`config.mk`:
```
export PLATFORM = sky130hd
export DESIGN_NAME = tmam_top
export DESIGN_NICKNAME = d
export VERILOG_FILES = /design/src/rtl/tmam_pkg.sv /design/src/rtl/tmam_top.sv
export VERILOG_INCLUDE_DIRS = /design/src /design/src/rtl
export SDC_FILE = /design/constraint.sdc
export NUM_CORES = 1
export LEC_CHECK = 0
export BUFFER_PORTS_ARGS = -buffer_cell sky130_fd_sc_hd__buf_2
export CAP_MARGIN = 30
export CELL_PAD_IN_SITES_DETAIL_PLACEMENT = 0
export CELL_PAD_IN_SITES_GLOBAL_PLACEMENT = 1
export CORE_ASPECT_RATIO = 0.5
export CORE_MARGIN = 2
export CORE_UTILIZATION = 28
export DETAILED_ROUTE_END_ITERATION = 10
export HOLD_SLACK_MARGIN = 0.02
export PLACE_DENSITY_LB_ADDON = 0.1
export SLEW_MARGIN = 5
export SYNTH_ARGS = -nofsm -noshare
export SYNTH_HDL_FRONTEND = slang
export SYNTH_SLANG_ARGS = --single-unit
```
`constraint.sdc`:
```
create_clock -name core_clk -period 2 [get_ports core_clk]
set_input_delay 0.1 -clock core_clk [delete_from_list [all_inputs] [get_ports core_clk]]
set_output_delay 0.1 -clock core_clk [all_outputs]
set_load 0.05 [all_outputs]
```
`src/rtl/tmam_defs.svh`:
```
// Constants for the thermal monitor and analog mux select block.
`ifndef TMAM_DEFS_SVH
`define TMAM_DEFS_SVH

// ----------------------------------------------------------------------
// Timing
// ----------------------------------------------------------------------
`define TMAM_CLK_MHZ 25
`define TMAM_DEBOUNCE_US 10
`define TMAM_DEBOUNCE_CYC (`TMAM_DEBOUNCE_US * `TMAM_CLK_MHZ)
`define TMAM_SAMPLE_INTERVAL_US 3000
`define TMAM_SAMPLE_WINDOW_US 450
`define TMAM_SAMPLE_INTERVAL_CYC (`TMAM_SAMPLE_INTERVAL_US * `TMAM_CLK_MHZ)
`define TMAM_SAMPLE_WINDOW_CYC (`TMAM_SAMPLE_WINDOW_US * `TMAM_CLK_MHZ)

// ----------------------------------------------------------------------
// Register offsets and reset values
// ----------------------------------------------------------------------
`define TMAM_ADDR_CTRL 8'h00
`define TMAM_ADDR_FLAG 8'h04
`define TMAM_ADDR_MASK 8'h08
`define TMAM_ADDR_SENSE 8'h0C
`define TMAM_CTRL_RST 14'h0001
`define TMAM_CTRL_WMASK 14'h1F07
`define TMAM_MASK_RST 6'h3F

// ----------------------------------------------------------------------
// Field positions
// ----------------------------------------------------------------------
`define TMAM_CTRL_MON_EN 0
`define TMAM_CTRL_AON 1
`define TMAM_CTRL_ANALOG_MUX_ENABLE 2
`define TMAM_CTRL_SEL_LSB 8
`define TMAM_CTRL_SEL_MSB 12
`define TMAM_SENSE_SHUTDOWN 6

// ----------------------------------------------------------------------
// Thresholds in degrees Celsius
// ----------------------------------------------------------------------
`define TMAM_THR_80 8'h50
`define TMAM_THR_95 8'h5F
`define TMAM_THR_110 8'h6E
`define TMAM_THR_125 8'h7D
`define TMAM_THR_140 8'h8C
`define TMAM_THR_155 8'h9B
`define TMAM_THR_SD 8'hA5
`define TMAM_WARN_HYS 8'h05
`define TMAM_SD_HYS 8'h0F

// ----------------------------------------------------------------------
// Mux select codes
// ----------------------------------------------------------------------
`define TMAM_SEL_HIZ 5'h00
`define TMAM_SEL_LAST_SRC 5'h18
`define TMAM_SEL_SW_FIRST 5'h04
`define TMAM_SEL_SW_LAST_DIV 5'h09

`endif

```
`src/rtl/tmam_pkg.sv`:
```
// Types for the thermal monitor and analog mux select block.
package tmam_pkg;

  // Sampling sequencer states.
  typedef enum logic [1:0] {
    SAMP_IDLE = 2'b00,
    SAMP_WINDOW = 2'b01,
    SAMP_WAIT = 2'b10
  } tmam_samp_state_t;

  // Number of warning thresholds.
  localparam int TMAM_NUM_WARN = 6;

endpackage : tmam_pkg

```
`src/rtl/tmam_top.sv`:
```
// Thermal monitor, threshold flags and analog mux select control.
//
// The register addresses and the plain strobed port were decided locally.
`timescale 1ns/1ps
`include "tmam_defs.svh"

module tmam_top #(
  parameter int SAMPLE_INTERVAL_CYC = `TMAM_SAMPLE_INTERVAL_CYC,
  parameter int SAMPLE_WINDOW_CYC = `TMAM_SAMPLE_WINDOW_CYC
) (
  input wire logic core_clk,
  input wire logic rst,
  input wire logic clk_en,
  input wire logic [7:0] reg_addr,
  input wire logic [31:0] reg_wdata,
  input wire logic reg_wr,
  input wire logic reg_rd,
  output logic [31:0] reg_rdata,
  input wire logic [7:0] temp_center,
  input wire logic run_state,
  input wire logic standby_state,
  input wire logic system_on,
  input wire logic [5:0] switcher_at_1v8,
  output logic irq,
  output logic thermal_shutdown,
  output logic monitor_power,
  output logic analog_mux_drive,
  output logic analog_mux_pulldown,
  output logic [4:0] analog_mux_source,
  output logic analog_mux_div_125
);
  import tmam_pkg::*;

  // ----------------------------------------------------------------------
  // Decoding helpers
  // ----------------------------------------------------------------------
  // Trip point of comparator k; index 6 is the shutdown comparator.
  function automatic logic [7:0] thr_of(input int k);
    case (k)
      0: thr_of = `TMAM_THR_80;
      1: thr_of = `TMAM_THR_95;
      2: thr_of = `TMAM_THR_110;
      3: thr_of = `TMAM_THR_125;
      4: thr_of = `TMAM_THR_140;
      5: thr_of = `TMAM_THR_155;
      default: thr_of = `TMAM_THR_SD;
    endcase
  endfunction : thr_of

  // True for select codes that route a real source to the pin.
  function automatic logic sel_is_source(input logic [4:0] sel);
    sel_is_source = (sel != `TMAM_SEL_HIZ) && (sel <= `TMAM_SEL_LAST_SRC);
  endfunction : sel_is_source

  // ----------------------------------------------------------------------
  // Registers
  // ----------------------------------------------------------------------
  logic [13:0] ctrl_reg;
  logic [5:0] flag_reg;
  logic [5:0] flag_next;
  logic [5:0] mask_reg;
  logic [5:0] sense_d_reg;
  logic [31:0] rdata_reg;
  logic irq_reg;
  logic shutdown_reg;
  logic monitor_power_reg;
  logic mux_drive_reg;
  logic mux_pulldown_reg;
  logic [4:0] mux_source_reg;
  logic mux_div_reg;
  tmam_samp_state_t samp_state_reg;
  tmam_samp_state_t samp_state_next;
  logic [16:0] samp_cnt_reg;
  logic [6:0] db_state;
  logic [6:0] raw_cmp;
  logic mon_en;
  logic mon_aon;
  logic analog_mux_enable;
  logic [4:0] analog_mux_output_sel;
  logic mon_active;
  logic wr_ctrl;
  logic wr_flag;
  logic wr_mask;

  assign mon_en = ctrl_reg[`TMAM_CTRL_MON_EN];
  assign mon_aon = ctrl_reg[`TMAM_CTRL_AON];
  assign analog_mux_enable = ctrl_reg[`TMAM_CTRL_ANALOG_MUX_ENABLE];
  assign analog_mux_output_sel = ctrl_reg[`TMAM_CTRL_SEL_MSB:`TMAM_CTRL_SEL_LSB];

  // Write decode; a frozen clock enable also freezes the bus.
  assign wr_ctrl = clk_en && reg_wr && (reg_addr == `TMAM_ADDR_CTRL);
  assign wr_flag = clk_en && reg_wr && (reg_addr == `TMAM_ADDR_FLAG);
  assign wr_mask = clk_en && reg_wr && (reg_addr == `TMAM_ADDR_MASK);

  // Control register: monitor enable, always-on, mux enable and select.
  always_ff @(posedge core_clk)
  begin
    if (rst)
      ctrl_reg <= `TMAM_CTRL_RST;
    else if (wr_ctrl)
      ctrl_reg <= reg_wdata[13:0] & `TMAM_CTRL_WMASK; // Reserved bits stay 0.
  end

  // Mask register; a set bit keeps its flag off the interrupt line.
  always_ff @(posedge core_clk)
  begin
    if (rst)
      mask_reg <= `TMAM_MASK_RST;
    else if (wr_mask)
      mask_reg <= reg_wdata[5:0];
  end

  // Flags latch on a rising sense edge and clear on write-one; set wins.
  always_comb
  begin
    flag_next = flag_reg;
    if (wr_flag)
      flag_next = flag_next & ~reg_wdata[5:0];
    flag_next = flag_next | (db_state[5:0] & ~sense_d_reg);
  end

  // Flag and previous-sense storage.
  always_ff @(posedge core_clk)
  begin
    if (rst)
    begin
      flag_reg <= 6'h00;
      sense_d_reg <= 6'h00;
    end
    else if (clk_en)
    begin
      flag_reg <= flag_next;
      sense_d_reg <= db_state[5:0];
    end
  end

  // Interrupt output, high while any unmasked flag is set.
  always_ff @(posedge core_clk)
  begin
    if (rst)
      irq_reg <= 1'b0;
    else if (clk_en)
      irq_reg <= |(flag_reg & ~mask_reg);
  end

  // Read data, valid in the cycle after the read strobe only.
  always_ff @(posedge core_clk)
  begin
    if (rst)
      rdata_reg <= 32'h0000_0000;
    else if (clk_en)
    begin
      rdata_reg <= 32'h0000_0000;
      if (reg_rd)
      begin
        case (reg_addr)
          `TMAM_ADDR_CTRL: rdata_reg <= {18'h0_0000, ctrl_reg};
          `TMAM_ADDR_FLAG: rdata_reg <= {26'h000_0000, flag_reg};
          `TMAM_ADDR_MASK: rdata_reg <= {26'h000_0000, mask_reg};
          `TMAM_ADDR_SENSE: rdata_reg <= {25'h000_0000, db_state};
          default: rdata_reg <= 32'h0000_0000;
        endcase
      end
    end
  end

  // ----------------------------------------------------------------------
  // Sampling sequencer
  // ----------------------------------------------------------------------
  // Window then wait, repeating every interval while enabled.
  always_comb
  begin
    samp_state_next = samp_state_reg;
    case (samp_state_reg)
      SAMP_IDLE:
        samp_state_next = SAMP_WINDOW;
      SAMP_WINDOW:
        if (samp_cnt_reg == 17'(SAMPLE_WINDOW_CYC - 1))
          samp_state_next = SAMP_WAIT;
      SAMP_WAIT:
        if (samp_cnt_reg == 17'(SAMPLE_INTERVAL_CYC - 1))
          samp_state_next = SAMP_WINDOW;
      default:
        samp_state_next = SAMP_IDLE;
    endcase
    if (!mon_en)
      samp_state_next = SAMP_IDLE;
  end

  // Sequencer state and period counter.
  always_ff @(posedge core_clk)
  begin
    if (rst)
    begin
      samp_state_reg <= SAMP_IDLE;
      samp_cnt_reg <= 17'h0_0000;
    end
    else if (clk_en)
    begin
      samp_state_reg <= samp_state_next;
      if (samp_state_next != SAMP_WAIT && samp_state_next != SAMP_WINDOW)
        samp_cnt_reg <= 17'h0_0000;
      else if (samp_cnt_reg == 17'(SAMPLE_INTERVAL_CYC - 1))
        samp_cnt_reg <= 17'h0_0000;
      else if (samp_state_reg != SAMP_IDLE)
        samp_cnt_reg <= samp_cnt_reg + 17'h0_0001;
    end
  end

  // Monitor power: always-on in run, sampled in run or standby.
  always_comb
  begin
    mon_active = 1'b0;
    if (!mon_en)
      mon_active = 1'b0;
    else if (run_state)
      mon_active = mon_aon || (samp_state_reg == SAMP_WINDOW);
    else if (standby_state)
      mon_active = (samp_state_reg == SAMP_WINDOW);
  end

  // Registered power request to the sensor.
  always_ff @(posedge core_clk)
  begin
    if (rst)
      monitor_power_reg <= 1'b0;
    else if (clk_en)
      monitor_power_reg <= mon_active;
  end

  // ----------------------------------------------------------------------
  // Comparators with hysteresis and debounce
  // ----------------------------------------------------------------------
  // Only the centre sensor feeds the comparators.
  generate
    for (genvar k = 0; k < 7; k++)
    begin : gen_cmp
      localparam logic [7:0] THR = thr_of(k);
      localparam logic [7:0] HYS = (k == 6) ? `TMAM_SD_HYS : `TMAM_WARN_HYS;
      localparam logic [7:0] REL = THR - HYS;
      logic stable_reg;
      logic [7:0] cnt_reg;
      // Once tripped, stay tripped until at or below the release point.
      assign raw_cmp[k] = stable_reg ? (temp_center > REL)
                                     : (temp_center >= THR);
      assign db_state[k] = stable_reg;

      // A change must persist for the whole debounce time to be taken.
      always_ff @(posedge core_clk)
      begin
        if (rst)
        begin
          stable_reg <= 1'b0;
          cnt_reg <= 8'h00;
        end
        else if (clk_en)
        begin
          if (!mon_en)
          begin
            stable_reg <= 1'b0;
            cnt_reg <= 8'h00;
          end
          else if (!mon_active || raw_cmp[k] == stable_reg)
            cnt_reg <= 8'h00;
          else if (cnt_reg == 8'(`TMAM_DEBOUNCE_CYC - 1))
          begin
            stable_reg <= raw_cmp[k];
            cnt_reg <= 8'h00;
          end
          else
            cnt_reg <= cnt_reg + 8'h01;
        end
      end
    end
  endgenerate

  // Shutdown request follows the debounced shutdown comparator.
  always_ff @(posedge core_clk)
  begin
    if (rst)
      shutdown_reg <= 1'b0;
    else if (clk_en)
      shutdown_reg <= db_state[`TMAM_SENSE_SHUTDOWN];
  end

  // ----------------------------------------------------------------------
  // Analog mux select
  // ----------------------------------------------------------------------
  // Pin drive, pull-down, routed code and divider choice; zero floats.
  always_ff @(posedge core_clk)
  begin
    if (rst)
    begin
      mux_drive_reg <= 1'b0;
      mux_pulldown_reg <= 1'b1;
      mux_source_reg <= `TMAM_SEL_HIZ;
      mux_div_reg <= 1'b0;
    end
    else if (clk_en)
    begin
      mux_drive_reg <= 1'b0;
      mux_pulldown_reg <= 1'b0;
      mux_source_reg <= `TMAM_SEL_HIZ;
      mux_div_reg <= 1'b0;
      if (!system_on || !analog_mux_enable)
        mux_pulldown_reg <= 1'b1;
      else if (sel_is_source(analog_mux_output_sel))
      begin
        mux_drive_reg <= 1'b1;
        mux_source_reg <= analog_mux_output_sel;
        if (analog_mux_output_sel >= `TMAM_SEL_SW_FIRST &&
            analog_mux_output_sel <= `TMAM_SEL_SW_LAST_DIV)
          mux_div_reg <= switcher_at_1v8[3'(analog_mux_output_sel - 5'h04)];
      end
    end
  end

  assign reg_rdata = rdata_reg;
  assign irq = irq_reg;
  assign thermal_shutdown = shutdown_reg;
  assign monitor_power = monitor_power_reg;
  assign analog_mux_drive = mux_drive_reg;
  assign analog_mux_pulldown = mux_pulldown_reg;
  assign analog_mux_source = mux_source_reg;
  assign analog_mux_div_125 = mux_div_reg;
endmodule : tmam_top

```
==> results of run 1 <==
[per-layer routing]
metal  vias to the layer above  wire length (µm)
met1                      3036             10800
met5                         -                 0
li1                       3297                 -
met3                        20               722
met4                         0               289
met2                       101              8670
[power groups by stage]
| stage | Combinational, mW | Sequential [mW] | Clock [mW] |
|---|---|---|---|
| 6_report | 0.571 | 2.66 | 3.21 |
| 5_1_grt | 0.625 | 2.66 | 3.42 |
| 4_1_cts | 0.574 | 2.66 | 3.31 |
| 3_5_place_dp | 0.555 | 2.71 | 0 |
| 3_3_place_gp | 0.554 | 2.71 | 0 |
| 2_1_floorplan | 0.377 | 2.72 | 0 |
[logic make-up (layout without fill, tap and decap cells)]
group,count (synthesis),after routing,synth area share (%)
fa+ha+maj,16,16,2.83
compound gates,210,210,21.5
simple gates,347,347,24.2
mux,33,33,5.47
buf+inv,98,197,6.87
flops,131,131,37.1
xor+xnor,16,16,1.98
other cells,1,20,0.0531
[through the flow]
stage,worst slack [ps],power (mW)
finish,141,6.44
global route,0.479,6.71
CTS,94.1,6.54
detailed placement,104,3.27
global placement,139,3.27
floorplan,203,3.09
[worst max-delay path by stage]
stage	end	slack, ps	depth (start not counted)
2_1_floorplan	samp_cnt_reg[9]	200	7
3_3_place_gp	gen_cmp[6].cnt_reg[3]	140	7
3_5_place_dp	gen_cmp[6].cnt_reg[3]	100	7
4_1_cts	gen_cmp[6].cnt_reg[3]	90	7
5_1_grt	samp_state_reg[0]	0.5	5
6_report	samp_state_reg[0]	140	5
[cells in the mapped netlist (all sizes together), types with 8 or more instances]
library cell	number
a21o	12
dfxtp	131
nand3	38
xor2	9
clkbuf	24
a22o	11
nor2	80
nand2	106
nor4	11
a31oi	12
a22oi	15
nor3	17
ha	16
o21ai	37
inv	36
buf	38
a21oi	48
and3	14
mux2i	24
or4	8
or3	17
nand4	14
[final cells by class]
type                            instances  area [µm²]
Tap cell                              344         430
Timing Repair Buffer                  129         876
Fill cell                            2661       16300
Inverter                               36         135
Sequential cell                       131        2620
Clock inverter                         13         149
Clock buffer                           19         443
Multi-Input combinational cell        642        4060
[cells in the final DEF, fill, tap and decap left out, drive strengths merged, types with 5 or more instances in the layout]
cell           n
a211o          7
a211oi         6
a21o          12
a21oi         48
a22o          11
a22oi         15
a31oi         12
a32oi          5
and2           5
and3          14
buf          118
clkbuf        19
clkinv         5
conb          20
dfxtp        131
dlygate4sd3   11
ha            16
inv           39
mux2           5
mux2i         24
nand2        106
nand2b         6
nand3         38
nand4         14
nor2          80
nor2b          5
nor3          17
nor3b          5
nor4          11
o211ai         7
o21ai         37
o31ai          6
or3           17
or4            8
xnor2          7
xor2           9
[repair_timing]
action                                  in CTS  in global routing
endpoints found under the hold margin       20                  0
endpoints found under the setup margin       0                  7
resized for setup                            0                  7
hold buffers                                11                  0
[worst max-delay path: cells and delay by family, from the launching register on]
kind	cells	cell delay, ps
flops	1	310
compound gates	3	470
simple gates	2	970
==> out/qor.tcl, run 1 <==
set qor(path_clk_slew_ps) 60
set qor(hold-path-cell-count) 4
set qor(io_pins) 105
set qor(placed_area_um2) 7990
set qor(critPathMaxStageDelay_ps) 500
set qor(globalRouteMet2Util_pct) 24.8
set qor(crit_chain) {or4b_1, or4_1, o311ai_1, a21oi_1, a21o_1}
set qor(core_um2) 25000
set qor(detail_route.vias_per_cell) 4.91
set qor(antenna_found_initial) 0
set qor(maxClockFrequency_mhz) 538
set qor(cts-htree-levels) 4
set qor(setup.reg_to_reg.worst_slack_ps) 140
set qor(tritoncts.num_buffers) 17
set qor(cpMaxStageDelayCell) {sky130_fd_sc_hd__or4b_1}
set qor(final.period_utilization_pct) 92.9
set qor(worstRegToRegCells) 5
set qor(numClockSinks) 131
set qor(synth_area_leaders) {sky130_fd_sc_hd__dfxtp_1 (37%), sky130_fd_sc_hd__nand2_1 (5.6%), sky130_fd_sc_hd__nor2_1 (4.2%), sky130_fd_sc_hd__a21oi_1 (3.4%), sky130_fd_sc_hd__mux2i_1 (3.4%)}
set qor(grt_overflow) 0
set qor(clk_root_buffer_cell) {sky130_fd_sc_hd__clkbuf_16}
set qor(combinationalPowerShare_pct) 8.9
set qor(rr_startpoint) {samp_cnt_reg[2]}
set qor(grt_busiest_layer) {met2}
set qor(syn-mean-instance-area_um2) 8.30
set qor(initial_utilization_pct) 28.3
set qor(timing.setup.critical_path_class) {reg -> reg}
set qor(total_leakage_power_nw) 3.36
set qor(largest_register_ffs) 56
set qor(antenna_violating_nets_post_route) 0
set qor(cap_violations) 0
set qor(power.net_switching_mw) 1.74
set qor(finalSetupViolations) 0
set qor(postRouteWirelength_um) 20400
set qor(gr-usage-all-layers_pct) 16.2
set qor(timing.setup.tns_ps) 0
set qor(cts_buffer_depth) 2
set qor(power_frac_seq_pct) 41.3
set qor(grt_pass1_wl_um) 33200
set qor(post_route_cells_drive_above_1_share_pct) 19.0
set qor(critPathLaunchType) {flop}
set qor(rsz0062_at_grt) {no}
set qor(yosys.area.top_type_share_pct) 37.1
set qor(fin_cells) 1314
set qor(rows) 41
set qor(synth_sequential_area_ratio_pct) 37.1
set qor(crit_path_max_fanout) 2
set qor(clk_latency_ps) 450
set qor(via_count) 6454
set qor(avgRoutedWirePerCell_um) 15.6
set qor(outcome) {finished, final reports clean}
set qor(numPortBuffers) 63
set qor(remaining_routing_drc_violations) 0
set qor(syn-instance-count) 852
set qor(die_area_um2) 26600
set qor(cell_area_after_technology_mapping_um2) 7070
set qor(worst_setup_path_end_kind) {flop}
set qor(post-route-min-period_ps) 1860
set qor(die_outline_height_um) 116
set qor(peakVddDrop_uv) 414
set qor(yosysWarningCount) 0
set qor(worstSetupStartpoint) {samp_cnt_reg[2]}
set qor(antenna_cells_inserted) 0
set qor(synth.ff_latch_count) 131
set qor(via_count_of_the_first_global_routing_pass) 6087
set qor(global_route.usage.met1_pct) 22.2
set qor(postLayoutCellArea_um2) 8710
set qor(synth.largest_area_cell) {sky130_fd_sc_hd__dfxtp_1}
set qor(last_weighted_congestion_value_of_the_routability_driven_placer) 0.748
set qor(cellInternalPower_mw) 4.70
set qor(synth_async_sr_flop_share_pct) 0
set qor(grtUsageMet3_pct) 3.98
set qor(post_cts_buffers) 0
set qor(tightest_slew_ps) 781
set qor(r2r-end) {samp_state_reg[0]}
set qor(fin_hold_ws_ps) 60.0
set qor(fin_skew_ps) 6.94
set qor(area_growth_pct) 23.3
set qor(grt_max_degree) 44
set qor(core_occupancy_in_the_finished_layout_pct) 34.9
set qor(dpl.cell_count) 1271
set qor(dp_hpwl_um) 14600
set qor(yosys.cell_types.count) 78
set qor(hold_crit_path_type) {in -> reg}
set qor(critical_path_required_time_ps) 2340
set qor(drt-pass1-iter-count) 5
set qor(worst_hold_path.endpoint) {analog_mux_pulldown}
set qor(cts_tree) {yes}
set qor(drt_first_iter_violations) 343
set qor(switching_share_pct) 27.0
set qor(hp-start) {system_on}
set qor(pwr_density_cell_nw_per_um2) 739
set qor(slew_violations) 0
set qor(timing.slew.headroom_pct) 47.6
set qor(worst-endpoint-arrival_ps) 2200
set qor(die_width_um) 229
set qor(synth-edff-count) 0
set qor(synth_flop_cell) {sky130_fd_sc_hd__dfxtp_1}
set qor(finalHoldViolCount) 0
set qor(clock_power_share_pct) 49.8
set qor(final_net_count) 1035
Note: power is estimated with default switching activity, not from simulation.
==> inputs of run 2 (changes only) <==
Settings changed: CORE_MARGIN 2 to unset.
==> run 2 against run 1 <==
Combinational power about the same. Clock skew about the same. Wire length increased by 0.33%. Clock power increased by 2%. Die area decreased by 2.6%. Final area increased by 0.19%. Largest cell class unchanged. Via count decreased by 0.12%.
==> out/qor.tcl, run 2 (synthesis gave the netlist of run 1 again) <==
set qor(outcome) {finished, final reports clean}
set qor(clk_root_buffer_cell) {sky130_fd_sc_hd__clkbuf_16}
set qor(grt_busiest_layer) {met1}
set qor(peakVddDrop_uv) 452 ;# +9.1%
set qor(final_common_cell) {sky130_fd_sc_hd__dfxtp_1}
set qor(via_count_of_the_first_global_routing_pass) 5955 ;# -2.2%
set qor(tightest_slew_ps) 805 ;# +23.8 ps
set qor(timing.setup.critical_path_class) {reg -> reg}
set qor(dp_worst_setup_slack_ps) 40.3 ;# -63.5 ps
set qor(critPathMaxStageDelay_ps) 340 ;# -160 ps
set qor(die_width_um) 227 ;# -0.87%
set qor(grtUsageMet3_pct) 4.41 ;# +0.43 points
set qor(combinationalPowerShare_pct) 8.8 ;# about the same
set qor(rsz0062_at_grt) {no}
set qor(most-common-layout-cells) {sky130_fd_sc_hd__dfxtp_1 (130), sky130_fd_sc_hd__nand2_1 (106), sky130_fd_sc_hd__nor2_1 (79)}
set qor(initial_utilization_pct) 29.0 ;# +0.71 points
set qor(path_delay_family) {simple AND/OR/NAND/NOR gates}
set qor(power_frac_seq_pct) 40.9 ;# -0.4 points
set qor(post_cts_buffers) 0 ;# unchanged
set qor(cellInternalPower_mw) 4.84 ;# +3.0%
set qor(fin_skew_ps) 6.78 ;# -0.163 ps
set qor(largest_register_ffs) 56 ;# unchanged
set qor(postRouteWirelength_um) 20500 ;# +0.33%
set qor(area_growth_pct) 23.5
set qor(worst-endpoint-arrival_ps) 2280 ;# +80 ps
set qor(path_clk_slew_ps) 60 ;# about the same
set qor(timing.slew.headroom_pct) 46.0 ;# -1.6 points
set qor(remaining_routing_drc_violations) 0 ;# unchanged
set qor(switching_share_pct) 25.6 ;# -1.3 points
set qor(finalSetupViolations) 0 ;# unchanged
set qor(post_route_cells_drive_above_1_share_pct) 18.6 ;# -0.41 points
set qor(pwr_density_cell_nw_per_um2) 745 ;# +0.91%
set qor(dp_hpwl_um) 14400 ;# -1.6%
set qor(critical_path_required_time_ps) 2380 ;# +40 ps
set qor(final_critical_path_setup_slack_ps) 109 ;# -32.2 ps
set qor(core_occupancy_in_the_finished_layout_pct) 35.8 ;# +0.94 points
set qor(last_weighted_congestion_value_of_the_routability_driven_placer) 0.763 ;# +2.0%
set qor(via_count) 6446 ;# -0.12%
set qor(crit_path_max_fanout) 5 ;# +3
set qor(cts-htree-levels) 4 ;# unchanged
set qor(clock_power_share_pct) 50.4 ;# +0.6 points
set qor(cap_violations) 0 ;# unchanged
set qor(dpl.cell_count) 1261 ;# -0.79%
set qor(numPortBuffers) 63 ;# unchanged
set qor(crit_chain) {ha_1, and3_1, and4_1, buf_4, a21oi_1, nor3b_1, a221o_1}
set qor(final_net_count) 1035 ;# unchanged
set qor(die_area_um2) 25900 ;# -2.6%
set qor(cts_buffer_depth) 2 ;# unchanged
set qor(grt_pass1_wl_um) 33100 ;# -0.19%
set qor(drt-pass1-iter-count) 5 ;# unchanged
set qor(cpMaxStageDelayCell) {sky130_fd_sc_hd__dfxtp_2}
set qor(tritoncts.num_buffers) 17 ;# unchanged
set qor(gr-usage-all-layers_pct) 16.7 ;# +0.54 points
set qor(timing.critical_path.buf_inv) 1 ;# +1
set qor(post-route-min-period_ps) 1890 ;# +32.2 ps
set qor(globalRouteMet2Util_pct) 24.1 ;# -0.75 points
set qor(slew_violations) 0 ;# unchanged
set qor(power.net_switching_mw) 1.67 ;# -3.9%
set qor(global_route.usage.met1_pct) 24.2 ;# +2.0 points
set qor(fin_cells) 1306 ;# -0.61%
set qor(antenna_cells_inserted) 0 ;# unchanged
set qor(io_pins) 105 ;# unchanged
set qor(numClockSinks) 131 ;# unchanged
set qor(hold_crit_path_type) {in -> reg}
set qor(avgRoutedWirePerCell_um) 15.7 ;# +0.95%
set qor(clk_latency_ps) 440 ;# about the same
set qor(core_um2) 24400 ;# -2.4%
set qor(timing.setup.tns_ps) 0 ;# unchanged
set qor(cts_tree) {yes}
set qor(maxClockFrequency_mhz) 529 ;# -1.7%
set qor(worst_setup_path_end_kind) {flop}
set qor(final.period_utilization_pct) 94.5 ;# +1.6 points
set qor(antenna_found_initial) 0 ;# unchanged
set qor(die_outline_height_um) 114 ;# -1.7%
set qor(finalHoldViolCount) 0 ;# unchanged
set qor(rows) 40 ;# -2.4%
set qor(drt_first_iter_violations) 342 ;# -0.29%
set qor(grt_max_degree) 34 ;# -23%
set qor(critPathLaunchType) {flop}
set qor(detail_route.vias_per_cell) 4.94 ;# +0.49%
set qor(antenna_violating_nets_post_route) 0 ;# unchanged
set qor(total_leakage_power_nw) 3.35 ;# -0.22%
set qor(grt_overflow) 0 ;# unchanged
run 2: path summary, 6_finish.rpt:
check	startpoint	endpoint	slack [ps]	cells past startpoint
setup / recovery	samp_cnt_reg[0]	samp_cnt_reg[10]	110	7
hold / removal	temp_center[7]	gen_cmp[4].stable_reg	100	3
setup reg to reg	samp_cnt_reg[0]	samp_cnt_reg[10]	110	7
hold reg to reg	reg_rdata[4]	reg_rdata[4]	460	2
run 2: layer usage:
metal	part of all wire (%)	vias up	wire length, µm
li1	-	3279	-
met3	3.4	12	702
met4	0.88	0	181
met1	53	3061	10900
met5	0	-	0
met2	42	94	8700
run 2: through the flow:
| step | hold slack (ps) | power (mW) | area (µm²) |
|---|---|---|---|
| floorplan | 225 | 3.09 | 7140 |
| global placement | 335 | 3.26 | 7960 |
| detailed placement | 336 | 3.27 | 7960 |
| CTS | 73.0 | 6.62 | 8710 |
| global route | 105 | 6.81 | 8730 |
| finish | 97.2 | 6.51 | 8730 |
run 2: repair_timing:
action	CTS	global route
endpoints found under the hold margin	22	0
hold buffers	13	0
resized for setup	0	5
setup endpoints to repair	0	13
run 2: power groups by stage:
| stage | combinational, mW | clock [mW] | sequential, mW |
|---|---|---|---|
| 3_3_place_gp | 0.548 | 0 | 2.71 |
| 6_report | 0.571 | 3.28 | 2.66 |
| 5_1_grt | 0.626 | 3.52 | 2.66 |
| 2_1_floorplan | 0.377 | 0 | 2.72 |
| 3_5_place_dp | 0.550 | 0 | 2.72 |
| 4_1_cts | 0.571 | 3.39 | 2.66 |
run 2: worst register-to-register path: cells and delay by family, from the launching register on:
family | cells | cell delay, ps
simple gates | 3 | 650
fa+ha+maj | 1 | 230
flops | 1 | 340
compound gates | 2 | 460
buf+inv | 1 | 160
run 2: cell type report:
cell class                 count  area (µm²)
clock buffer                  20         457
clock inverter                12         156
fill                        2574       15600
inverter                      36         135
multi-input combinational    642        4060
sequential                   131        2620
tap                          336         420
timing repair buffer         129         881
==> inputs of run 3 (changes only) <==
Settings changed: SETUP_SLACK_MARGIN set to 0.5.
==> run 3 against run 2 <==
Register-to-register slack gained 50 ps. Wire length grew 8.9%. Count of clock-buffer cells in the layout grew 1. Critical path depth shrank 2. Clock power grew 5%. Sequential power is essentially flat. Final cell count grew 3.9%. Final area grew 15%. Flip-flop and latch count is the same. Non-clock buffer count grew 48. First-iteration DRC count shrank 13%. Critical path type unchanged.
==> out/qor.tcl, run 3 (synthesis gave the netlist of run 1 again) <==
set qor(avgRoutedWirePerCell_um) 16.5 ;# +4.8%
set qor(outcome) {finished, final reports clean}
set qor(crit_chain) {or4b_1, or4_4, o311ai_4, a21oi_1, a21o_1}
set qor(tightest_slew_ps) 497 ;# -308 ps
set qor(post-route-min-period_ps) 1840 ;# -50.7 ps
set qor(area_growth_pct) 42.4
set qor(timing.setup.critical_path_class) {reg -> reg}
set qor(worst_setup_path_end_kind) {flop}
set qor(rows) 40 ;# unchanged
set qor(postRouteWirelength_um) 22300 ;# +8.9%
set qor(antenna_violating_nets_post_route) 0 ;# unchanged
set qor(cts_buffer_depth) 2 ;# unchanged
set qor(grt_pass1_wl_um) 35300 ;# +6.7%
set qor(hold_crit_path_type) {in -> reg}
set qor(rsz0062_at_grt) {yes}
set qor(cts-htree-levels) 4 ;# unchanged
set qor(total_power_mw) 6.80 ;# +4.5%
set qor(cpMaxStageDelayCell) {sky130_fd_sc_hd__or4b_1}
set qor(timing.setup.tns_ps) 0 ;# unchanged
set qor(finalHoldViolCount) 0 ;# unchanged
set qor(via_count_of_the_first_global_routing_pass) 6470 ;# +8.6%
set qor(last_weighted_congestion_value_of_the_routability_driven_placer) 0.815 ;# +6.7%
set qor(post_route_cells_drive_above_1_share_pct) 37.5 ;# +19 points
set qor(critPathLaunchType) {flop}
set qor(final_critical_path_setup_slack_ps) 160 ;# +50.7 ps
set qor(hp-start) {system_on}
set qor(final.period_utilization_pct) 92.0 ;# -2.5 points
set qor(worst-endpoint-arrival_ps) 2180 ;# -100 ps
set qor(final_net_count) 1086 ;# +4.9%
set qor(postLayoutCellArea_um2) 10100 ;# +15%
set qor(most-common-layout-cells) {sky130_fd_sc_hd__nand2_1 (99), sky130_fd_sc_hd__buf_4 (80), sky130_fd_sc_hd__dfxtp_1 (79)}
set qor(drt_first_iter_violations) 298 ;# -13%
set qor(cap_violations) 0 ;# unchanged
set qor(dp_hpwl_um) 14800 ;# +2.9%
set qor(remaining_routing_drc_violations) 0 ;# unchanged
set qor(numPortBuffers) 63 ;# unchanged
set qor(die_outline_height_um) 114 ;# unchanged
set qor(dpl.cell_count) 1257 ;# -0.32%
set qor(tritoncts.num_buffers) 17 ;# unchanged
set qor(detail_route.vias_per_cell) 5.05 ;# +2.4%
set qor(final_common_cell) {sky130_fd_sc_hd__nand2_1}
set qor(critPathMaxStageDelay_ps) 490 ;# +150 ps
set qor(die_width_um) 227 ;# unchanged
set qor(numClockSinks) 131 ;# unchanged
set qor(worstSetupStartpoint) {samp_cnt_reg[10]}
set qor(largest_register_ffs) 56 ;# unchanged
set qor(pwr_density_cell_nw_per_um2) 675 ;# -9.4%
set qor(antenna_cells_inserted) 0 ;# unchanged
set qor(grt_max_degree) 44 ;# +29%
set qor(rr_startpoint) {samp_cnt_reg[10]}
set qor(path_delay_family) {simple AND/OR/NAND/NOR gates}
set qor(finalSetupViolations) 0 ;# unchanged
set qor(die_area_um2) 25900 ;# unchanged
set qor(drt-pass1-iter-count) 5 ;# unchanged
set qor(dp_worst_setup_slack_ps) 109 ;# +69.2 ps
set qor(grt_overflow) 0 ;# unchanged
set qor(clk_root_buffer_cell) {sky130_fd_sc_hd__clkbuf_16}
set qor(core_occupancy_in_the_finished_layout_pct) 41.3 ;# +5.5 points
set qor(core_um2) 24400 ;# unchanged
set qor(clk_latency_ps) 440 ;# about the same
set qor(io_pins) 105 ;# unchanged
set qor(cts_tree) {yes}
set qor(fin_hold_ws_ps) 122 ;# +24.8 ps
set qor(antenna_found_initial) 0 ;# unchanged
set qor(slew_violations) 0 ;# unchanged
set qor(peakVddDrop_uv) 458 ;# +1.3%
set qor(crit_path_max_fanout) 4 ;# -1
set qor(gr-usage-all-layers_pct) 17.7 ;# +1.0 points
set qor(path_clk_slew_ps) 60 ;# about the same
set qor(total_leakage_power_nw) 3.83 ;# +14%
set qor(timing.critical_path.buf_inv) 0 ;# -1
set qor(placed_area_um2) 8060 ;# +1.2%
set qor(via_count) 6859 ;# +6.4%
set qor(maxClockFrequency_mhz) 543 ;# +2.8%
set qor(initial_utilization_pct) 29.0 ;# unchanged
set qor(timing.slew.headroom_pct) 66.7 ;# +21 points
set qor(critical_path_required_time_ps) 2340 ;# -40 ps
set qor(fin_cells) 1357 ;# +3.9%
set qor(fin_skew_ps) 8.67 ;# +1.89 ps
## run 3: cell count changes in the layout (fill, tap and decap cells not counted), sizes merged
cell | before | now
clkinvlp | 7 | 4
nand2 | 106 | 107
a2111o | 1 | 2
buf | 116 | 163
o2111ai | 2 | 3
clkinv | 3 | 2
inv | 35 | 37
clkbuf | 20 | 22
bufinv | 3 | 4
## run 3: area by class of cell
cell class,instances,area (µm²)
multi-input cells,645,4800
clock buffers,21,460
repair buffers,177,1320
flip-flops and latches,131,2740
inverters,36,140
fillers,2435,14300
well taps,336,420
clock inverters,11,176
## run 3: what timing repair did
item / CTS / global route
setup buffers: 29 / 21
hold buffers: 13 / 0
pin swaps: 24 / 46
setup endpoints to repair: 84 / 87
gates resized for setup: 107 / 104
endpoints found under the hold margin: 24 / 0
cloned: 3 / 2
## run 3: power by group
group          total (mW)  leakage [nW]  internal (mW)  switching, mW
combinational       0.721          2.44          0.260          0.461
clock                3.45         0.296           2.16           1.29
sequential           2.63          1.09           2.61         0.0233
total                6.80          3.83           5.03           1.77
## run 3: final timing paths
check | endpoint | slack [ps] | cells after the start
worst min register to register | reg_rdata[5] | 460 | 2
worst max register to register | samp_state_reg[0] | 160 | 5
worst min-delay path | analog_mux_pulldown | 120 | 4
worst max-delay path | samp_state_reg[0] | 160 | 5
## run 3: worst min-delay path: stages
cell and delay, ps:
sky130_fd_sc_hd__buf_2 100, sky130_fd_sc_hd__nand3_1 160, sky130_fd_sc_hd__o21ai_0 110, sky130_fd_sc_hd__nand2_1 60
## run 3: per-layer routing
| metal | GRT usage, % | vias to the layer above | wire length, µm |
|---|---|---|---|
| met4 | 6.31 | 0 | 248 |
| met1 | 24.5 | 3327 | 11500 |
| met5 | 0 | - | 0 |
| li1 | - | 3401 | - |
| met2 | 27.1 | 115 | 9810 |
| met3 | 3.77 | 16 | 754 |
